$ cat config.mk
export PLATFORM = sky130hd
export DESIGN_NAME = prps_sequencer
export DESIGN_NICKNAME = d
export VERILOG_FILES = /design/src/hw/prps_pkg.sv /design/src/hw/prps_sequencer.sv
export SDC_FILE = /design/constraint.sdc
export NUM_CORES = 1
export LEC_CHECK = 0
export BUFFER_PORTS_ARGS = -buffer_cell sky130_fd_sc_hd__buf_2
export CORE_AREA = 3 3 96 98
export DETAILED_ROUTE_END_ITERATION = 7
export DIE_AREA = 0 0 99 101
export PLACE_DENSITY = 0.83
export SLEW_MARGIN = 20
export SYNTH_ARGS = -nofsm -noshare
export SYNTH_HDL_FRONTEND = slang
export SYNTH_SLANG_ARGS = --single-unit
export TNS_END_PERCENT = 10
$ cat constraint.sdc
create_clock -name i_core_clk -period 4.7 [get_ports i_core_clk]
set_clock_uncertainty 0.05 [all_clocks]
set_input_delay 0.235 -clock i_core_clk [delete_from_list [all_inputs] [get_ports i_core_clk]]
set_output_delay 0.235 -clock i_core_clk [all_outputs]
set_load 0.1 [all_outputs]
$ cat src/hw/prps_pkg.sv
// Purpose: constants and types for the private radio packet sequencer
// Assumes: 200 MHz core clock, one clock domain
// Notes:   control bits arrive as plain ports, no register bus
//
// Summary of operation
// - timeout enable low active, length in microseconds
// - variant select only in second chip mode
// - ack enable makes transmitter turn around
// - turnaround equals wait plus phy start time
// - ack payload option sends transmit buffer packet
// - interrupt with post phase; no phy access then
// - top address byte used only at five bytes
// - no transmit start while tx ready low; ack transmit does not check it
// - no packet stored while rx ready low
package prps_pkg;
    localparam int unsigned CLK_MHZ       = 200;
    localparam int unsigned US_CYCLES     = CLK_MHZ;
    localparam logic [1:0]  CHIP_MODE_TWO = 2'h3; // second compatible mode
    localparam logic [1:0]  ADDR_LEN_FIVE = 2'h3; // five byte address
    localparam logic [1:0]  ADDR_LEN_FOUR = 2'h2;
    localparam logic [7:0]  US_MAX        = 8'(US_CYCLES - 1);
    localparam int unsigned POST_US       = 4;    // post phase length

    typedef enum logic [3:0] {
        PRPS_IDLE, PRPS_TX, PRPS_TURN_TX, PRPS_RX, PRPS_TURN_RX,
        PRPS_ACK_TX, PRPS_ACK_RX, PRPS_POST, PRPS_DONE
    } prps_state_e;

    typedef struct packed {
        logic        dir_rx;          // 0 transmit, 1 receive
        logic        enhanced;
        logic        auto_turnaround_mode;
        logic [1:0]  chip_mode;
        logic        variant_sel;     // control bit 7
        logic        ack_receive_enable;
        logic        ack_payload_en;
        logic        rx_timeout_dis;  // active low enable
        logic [15:0] rx_wait_us;
        logic [15:0] turnaround_wait;
        logic [15:0] phy_switch_us;
        logic [1:0]  addr_len;
    } prps_cfg_s;

    typedef struct packed {
        logic        busy;
        logic        tx_active;
        logic        rx_active;
        logic        post_phase;
        logic        timed_out;
        logic        handshake_variant_one;
        logic        ack_with_payload;
    } prps_stat_s;
endpackage

$ cat src/hw/prps_sequencer.sv
// Purpose: sequencing of transmit, receive, turnaround and post phases
// Assumes: phy gives done pulses; inputs synchronous to i_core_clk
// Notes:   o_irq_pulse coincides with the start of the post phase
`timescale 1ns/1ps
module prps_sequencer
#(
    parameter int unsigned ADDR_W = 40
)
(
    input  wire logic                  i_core_clk,
    input  wire logic                  i_rstn,
    input  wire prps_pkg::prps_cfg_s   i_cfg,
    input  wire logic                  i_tx_ram_ready,
    input  wire logic                  i_rx_ram_ready,
    input  wire logic [ADDR_W-1:0]     i_peer_addr,
    input  wire logic [ADDR_W-1:0]     i_rx_addr,
    input  wire logic                  i_tx_done,
    input  wire logic                  i_rx_pkt,
    output logic                       o_phy_tx_en,
    output logic                       o_phy_rx_en,
    output logic                       o_addr_match,
    output logic                       o_store_en,
    output logic                       o_irq_pulse,
    output prps_pkg::prps_stat_s       o_stat
);
    import prps_pkg::*;

    // ------------------------------------------------------------
    // address compare
    // ------------------------------------------------------------
    function automatic logic addr_eq(input logic [ADDR_W-1:0] a,
                                     input logic [ADDR_W-1:0] b,
                                     input logic [1:0]        len);
        logic [ADDR_W-1:0] m;
        m = '1;
        if (len != ADDR_LEN_FIVE)
            m[ADDR_W-1 -: 8] = 8'h00;       // top byte dropped
        if (len != ADDR_LEN_FIVE && len != ADDR_LEN_FOUR)
            m[ADDR_W-9 -: 8] = 8'h00;
        addr_eq = ((a ^ b) & m) == '0;
    endfunction

    // ------------------------------------------------------------
    // state and counters
    // ------------------------------------------------------------
    prps_state_e state_reg, state_next;
    logic [7:0]  us_div_reg, us_div_next;
    logic [15:0] us_cnt_reg, us_cnt_next;
    logic        tout_reg, tout_next;
    logic        armed_tx_reg, armed_tx_next;
    logic        armed_rx_reg, armed_rx_next;
    logic        us_tick;
    logic        turn_time;
    logic        ack_tx;
    logic        match;

    assign us_tick   = (us_div_reg == US_MAX);
    // real turnaround is wait plus phy switch time
    assign turn_time = us_tick && (us_cnt_reg + 16'h0001 >=
                       i_cfg.turnaround_wait + i_cfg.phy_switch_us);
    // enhanced transmitter listens for ack when enabled, or always in auto turnaround mode
    assign ack_tx    = i_cfg.enhanced && i_cfg.ack_receive_enable;
    assign match     = addr_eq(i_rx_addr, i_peer_addr, i_cfg.addr_len);

    // next state; rearm needs the ready flag seen low first
    always_comb
    begin
        state_next    = state_reg;
        us_div_next   = us_tick ? 8'h00 : us_div_reg + 8'h01;
        us_cnt_next   = us_tick ? us_cnt_reg + 16'h0001 : us_cnt_reg;
        tout_next     = tout_reg;
        armed_tx_next = armed_tx_reg | ~i_tx_ram_ready;
        armed_rx_next = armed_rx_reg | ~i_rx_ram_ready;
        unique case (state_reg)
            PRPS_IDLE:
            begin
                us_div_next = 8'h00;
                us_cnt_next = 16'h0000;
                if (!i_cfg.dir_rx && i_tx_ram_ready && armed_tx_reg)
                begin
                    state_next    = PRPS_TX;
                    armed_tx_next = 1'b0;
                    tout_next     = 1'b0;
                end
                else if (i_cfg.dir_rx && i_rx_ram_ready && armed_rx_reg)
                begin
                    state_next    = PRPS_RX;
                    armed_rx_next = 1'b0;
                    tout_next     = 1'b0;
                end
            end
            PRPS_TX:
            begin
                us_cnt_next = 16'h0000;
                if (i_tx_done)
                    state_next = (ack_tx || i_cfg.auto_turnaround_mode)
                               ? PRPS_TURN_TX : PRPS_POST;
            end
            PRPS_TURN_TX:
                if (turn_time)
                begin
                    state_next  = PRPS_ACK_RX;
                    us_cnt_next = 16'h0000;
                end
            PRPS_RX, PRPS_ACK_RX:
            begin
                // timeout enabled when the disable bit is low
                if (i_rx_pkt && match)
                begin
                    us_cnt_next = 16'h0000;
                    if (state_reg == PRPS_RX &&
                        (i_cfg.auto_turnaround_mode ||
                         (i_cfg.enhanced && i_cfg.ack_payload_en)))
                        state_next = PRPS_TURN_RX;
                    else
                        state_next = PRPS_POST;
                end
                else if (!i_cfg.rx_timeout_dis && us_tick &&
                         us_cnt_reg + 16'h0001 >= i_cfg.rx_wait_us)
                begin
                    tout_next   = 1'b1;
                    us_cnt_next = 16'h0000;
                    state_next  = PRPS_POST;
                end
            end
            PRPS_TURN_RX:
                if (turn_time)
                    state_next = PRPS_ACK_TX;
            PRPS_ACK_TX:
            begin
                us_cnt_next = 16'h0000;
                if (i_tx_done)
                    state_next = PRPS_POST;
            end
            PRPS_POST:
                if (us_tick && us_cnt_reg + 16'h0001 >= 16'(POST_US))
                    state_next = PRPS_DONE;
            PRPS_DONE:
                state_next = PRPS_IDLE;
            default:
                state_next = PRPS_IDLE;
        endcase
        // each phase times from its own start; a free divider would
        // shorten the first microsecond by up to a whole tick
        if (state_next != state_reg)
        begin
            us_div_next = 8'h00;
            us_cnt_next = 16'h0000;
        end
    end

    // register stage; armed flags start set so first request is taken
    always_ff @(posedge i_core_clk or negedge i_rstn)
    begin
        if (!i_rstn)
        begin
            state_reg    <= PRPS_IDLE;
            us_div_reg   <= 8'h00;
            us_cnt_reg   <= 16'h0000;
            tout_reg     <= 1'b0;
            armed_tx_reg <= 1'b1;
            armed_rx_reg <= 1'b1;
        end
        else
        begin
            state_reg    <= state_next;
            us_div_reg   <= us_div_next;
            us_cnt_reg   <= us_cnt_next;
            tout_reg     <= tout_next;
            armed_tx_reg <= armed_tx_next;
            armed_rx_reg <= armed_rx_next;
        end
    end

    // ------------------------------------------------------------
    // outputs
    // ------------------------------------------------------------
    // irq coincides with the entry to the post phase
    assign o_irq_pulse = (state_reg != PRPS_POST) && (state_next == PRPS_POST);
    assign o_phy_tx_en = (state_reg == PRPS_TX) || (state_reg == PRPS_ACK_TX);
    assign o_phy_rx_en = (state_reg == PRPS_RX) || (state_reg == PRPS_ACK_RX);
    assign o_addr_match = o_phy_rx_en && match;
    // store only while the receive buffer ready flag is high
    assign o_store_en  = o_phy_rx_en && i_rx_pkt && match && i_rx_ram_ready;

    // status bundle; variant only meaningful in second chip mode
    always_comb
    begin
        o_stat.busy       = (state_reg != PRPS_IDLE);
        o_stat.tx_active  = o_phy_tx_en;
        o_stat.rx_active  = o_phy_rx_en;
        o_stat.post_phase = (state_reg == PRPS_POST);
        o_stat.timed_out  = tout_reg;
        o_stat.handshake_variant_one = i_cfg.enhanced &&
            (i_cfg.chip_mode == CHIP_MODE_TWO) && i_cfg.variant_sel;
        // ack carries the transmit buffer packet
        o_stat.ack_with_payload = (state_reg == PRPS_ACK_TX) &&
            i_cfg.enhanced && i_cfg.ack_payload_en;
    end

    // ------------------------------------------------------------
    // checks
    // ------------------------------------------------------------
    // watched at the outputs, so a broken start decode still trips it
    a_tx_needs_ready: assert property (
        @(posedge i_core_clk) disable iff (!i_rstn)
        (o_phy_tx_en && $past(state_reg) == PRPS_IDLE)
        |-> $past(i_tx_ram_ready))
        else $error("transmit started without ready");
    a_store_needs_ready: assert property (
        @(posedge i_core_clk) disable iff (!i_rstn)
        o_store_en |-> i_rx_ram_ready)
        else $error("store without rx ready");
    a_irq_post_start: assert property (
        @(posedge i_core_clk) disable iff (!i_rstn)
        o_irq_pulse |=> (state_reg == PRPS_POST))
        else $error("irq not with post phase");
    a_no_ack_turn: assert property (
        @(posedge i_core_clk) disable iff (!i_rstn)
        (state_reg == PRPS_TX && i_tx_done && !ack_tx &&
         !i_cfg.auto_turnaround_mode) |=> (state_reg == PRPS_POST))
        else $error("turned around without ack enable");
    a_timeout_off: assert property (
        @(posedge i_core_clk) disable iff (!i_rstn)
        $rose(tout_reg) |-> !$past(i_cfg.rx_timeout_dis))
        else $error("timeout while disabled");
    a_rearm_guard: assert property (
        @(posedge i_core_clk) disable iff (!i_rstn)
        (state_reg == PRPS_DONE && i_tx_ram_ready && !i_cfg.dir_rx &&
         !armed_tx_reg) |=> ##1 (state_reg == PRPS_IDLE))
        else $error("stale tx ready retriggered");
    a_turn_not_early: assert property (
        @(posedge i_core_clk) disable iff (!i_rstn)
        (state_reg == PRPS_TURN_TX && state_next == PRPS_ACK_RX) |->
        (us_cnt_reg + 16'h0001 >= i_cfg.turnaround_wait + i_cfg.phy_switch_us))
        else $error("turnaround shorter than wait plus phy");
    a_variant_gate: assert property (
        @(posedge i_core_clk) disable iff (!i_rstn)
        (i_cfg.chip_mode != CHIP_MODE_TWO) |-> !o_stat.handshake_variant_one)
        else $error("variant used outside second mode");
    a_addr_short: assert property (
        @(posedge i_core_clk) disable iff (!i_rstn)
        (i_cfg.addr_len != ADDR_LEN_FIVE &&
         i_rx_addr[ADDR_W-9:0] == i_peer_addr[ADDR_W-9:0] &&
         (i_cfg.addr_len == ADDR_LEN_FOUR ||
          i_rx_addr[ADDR_W-17:0] == i_peer_addr[ADDR_W-17:0])) |-> match)
        else $error("top address byte used");
    a_payload_ack: assert property (
        @(posedge i_core_clk) disable iff (!i_rstn)
        (state_reg == PRPS_RX && i_rx_pkt && match && i_cfg.enhanced &&
         i_cfg.ack_payload_en && !i_cfg.auto_turnaround_mode)
        |=> (state_reg == PRPS_TURN_RX))
        else $error("payload ack not started");
endmodule

==> impl_metrics.yaml <==
run_status:
  status: "finished clean"
layout:
  nNetsFinal: 870
  final_util: 0.621
  n_fill_cell: 753
  area_delta_synth_final_pct: 25.0
  diodes: 0
  layout-drive-gt1-share: 0.324
  largest_reg_flops: 16
critical_path:
  cp.required_ps: 4410
  max_stage_delay_ps: 360
  r2r_slack_ps: 450
  critPathCaptureType: "output pin"
  path_class: "primary input to output pin"
  cp-start-kind: "primary input"
  reg2reg_from: "us_cnt_reg[0]"
  critPathTopFamily: "compound AO/OA/AOI/OAI gates"
  arrival_ps: 4120
  crit_fanout: 3
  critPathBufInv: 2
  crit_path_cell_trace: "buf_2 > ha_1 > fa_2 > a21o_1 > a21oi_2 > o21bai_1 > a211o_1 > a31oi_4 > a211oi_1 > o21ai_1 > nand2_1 > xnor2_1 > ha_1 > nand2_1 > nor4_2 > nor4b_4 > a21oi_2 > o21ai_2 > o21ba_2 > o21ai_1 > and2_4 > buf_12"
  critPathSlowestCell: "fa_2"
  r2r_cells: 16
  regToRegEndpoint: "us_cnt_reg[2]"
sta:
  slew_headroom: 0.426
  rsz0062_at_grt: "no"
  period_share: 0.936
  tns_ps: 0
  fin_crit_ps: 4400
  tightest_slew_ps: 858
  setup_viol: 0
  final-max-slew-violation-count: 0
  fmax_mhz: 227
  hold_viol_final: 0
placement:
  portBuffers: 156
  dpl.hpwl_microns: 9640
  place.gp.congestion: 0.942
clock_network:
  cts_tree: "yes"
  clkTransAtPathRegs_ps: 60
  clock_latency_ps: 280
  cts_buffers: 5
  cts_max_level: 2
  clock_path_buffers: 2
  root_buffer: "clkbuf_8"
  clock_sinks: 31
hold_path:
  hp-start: "i_tx_ram_ready"
  hold_depth: 2
  hold_path_end: "armed_tx_reg"
  hold_path.class: "primary input to register"
synth:
  synth_area_per_cell_sq_um: 8.22
  synth_cell_types: 73
  synth_nets: 712
  yosysTopAreaCell: "dfrtp_1"
  synthTopCellsByArea: "dfrtp_1, ha_1, xor2_1, xnor2_1, nand2_1"
  yosys_warnings: 0
  synthFlopType: "dfrtp_1"
  yosysSeqAreaShare: 0.183
  synth_most_common_cell: "nand2_1"
  synth_top_cell_area_share: 0.171
  synth-edff-count: 0
  ys_ff_latch: 31
  synth_common_cells: "nand2_1, xor2_1, ha_1, xnor2_1"
  synthCells: 517
  synth_area_sq_um: 4250
  postSynth.asyncResetShare: 1.00
grt:
  overflow: 0
  grt_usage: 0.226
  antenna_found_initial: 0
  grt_pass1_vias: 4270
  grt_pass1_wl_microns: 19000
  grt_max_degree: 32
pwr:
  leakagePower_nw: 2.63
  ir_drop_mv: 0.159
  power_density_nw_per_um2: 135
  finalPower_w: 0.000718
detailed_routing:
  route.detailed.drc: 0
  viasPerCell: 5.55
  first_pass_iters: 5
  initialDrtViolationCount: 206
  vias: 4349
  final_antenna_net_count: 0
  wire_per_inst_microns: 14.7
  wl_microns: 11500
floorplan:
  row_count: 34
  die_y_microns: 101
  die_w_microns: 99
  fp.dieArea_sq_um: 10000
  core-area_sq_um: 8550
  start_util: 0.497
  pin_count: 157
job:
  maxCapViolations: 0
[power breakdown]
part           internal [W]  total, W              switching, W
clock              0.000104  0.000195                 0.0000914
sequential         0.000267  0.000267  0.0000000000000000000221
combinational      0.000126  0.000256                  0.000130
total              0.000496  0.000718                  0.000221
[metal layers]
metal	GRT usage	wire length [microns]	vias up
met5	0	0	-
met4	0.0525	114	0
met3	0.0353	648	16
met2	0.413	5810	151
met1	0.278	4970	1995
li1	-	-	2187
[cell usage in the layout (no fill, tap or decap), drive strengths merged, types with 10 or more instances in the layout]
cell	instances
nor3	17
inv	29
buf	166
a21oi	27
nor4	19
o21ai	15
nor2	33
nand3	20
dfrtp	29
a31oi	10
xnor2	36
nand2	59
ha	49
xor2	51
nand4	11
[cell type report]
cell class / count / area (sq um) / share of cell area
Sequential cell: 31 / 778 / 0.146
Inverter: 29 / 109 / 0.0205
Clock buffer: 7 / 76.3 / 0.0144
Timing Repair Buffer: 167 / 881 / 0.166
Tap cell: 108 / 135 / 0.0254
Clock inverter: 1 / 5.00 / 0.000942
Multi-Input combinational cell: 441 / 3330 / 0.627
[how the worst max path moves through the flow]
stage / start / end / slack (ps) / cells after the start
6_report: i_cfg[2] / o_irq_pulse / 300 / 22
5_1_grt: i_cfg[3] / o_irq_pulse / 20 / 21
4_1_cts: i_cfg[2] / o_irq_pulse / 20 / 22
3_5_place_dp: i_cfg[2] / us_cnt_reg[4] / -90 / 23
3_3_place_gp: i_cfg[2] / us_cnt_reg[3] / 100 / 23
2_1_floorplan: i_cfg[2] / o_irq_pulse / 30 / 20
[per-stage QoR]
stage | cell area [sq um] | setup slack (ps) | cells | hold slack [ps]
floorplan | 4250 | 32.2 | 517 | -111
global placement | 5140 | 95.1 | 773 | 254
detailed placement | 5140 | -89.3 | 773 | 268
CTS | 5240 | 19.4 | 782 | 30.8
global route | 5310 | 24.2 | 784 | 36.9
finish | 5310 | 299 | 784 | 39.1
[timing repair]
item	4_1_cts	5_1_grt
gates cloned	0	0
setup buffers	0	2
endpoints found under the setup margin	1	25
pin swaps	0	9
hold endpoints to repair	29	0
hold buffers	1	0
gates resized for setup	1	15
[kinds of logic (layout without fill, tap and decap cells)]
family	count (synthesis)	count (layout)	share of synthesized area
mux	3	3	0.00736
xor+xnor	87	87	0.179
buf+inv	45	204	0.0491
simple gates	200	200	0.261
fa+ha+maj	50	50	0.149
compound gates	101	101	0.171
flops	31	31	0.183
No activity file was read; power rests on OpenSTA's default activity.
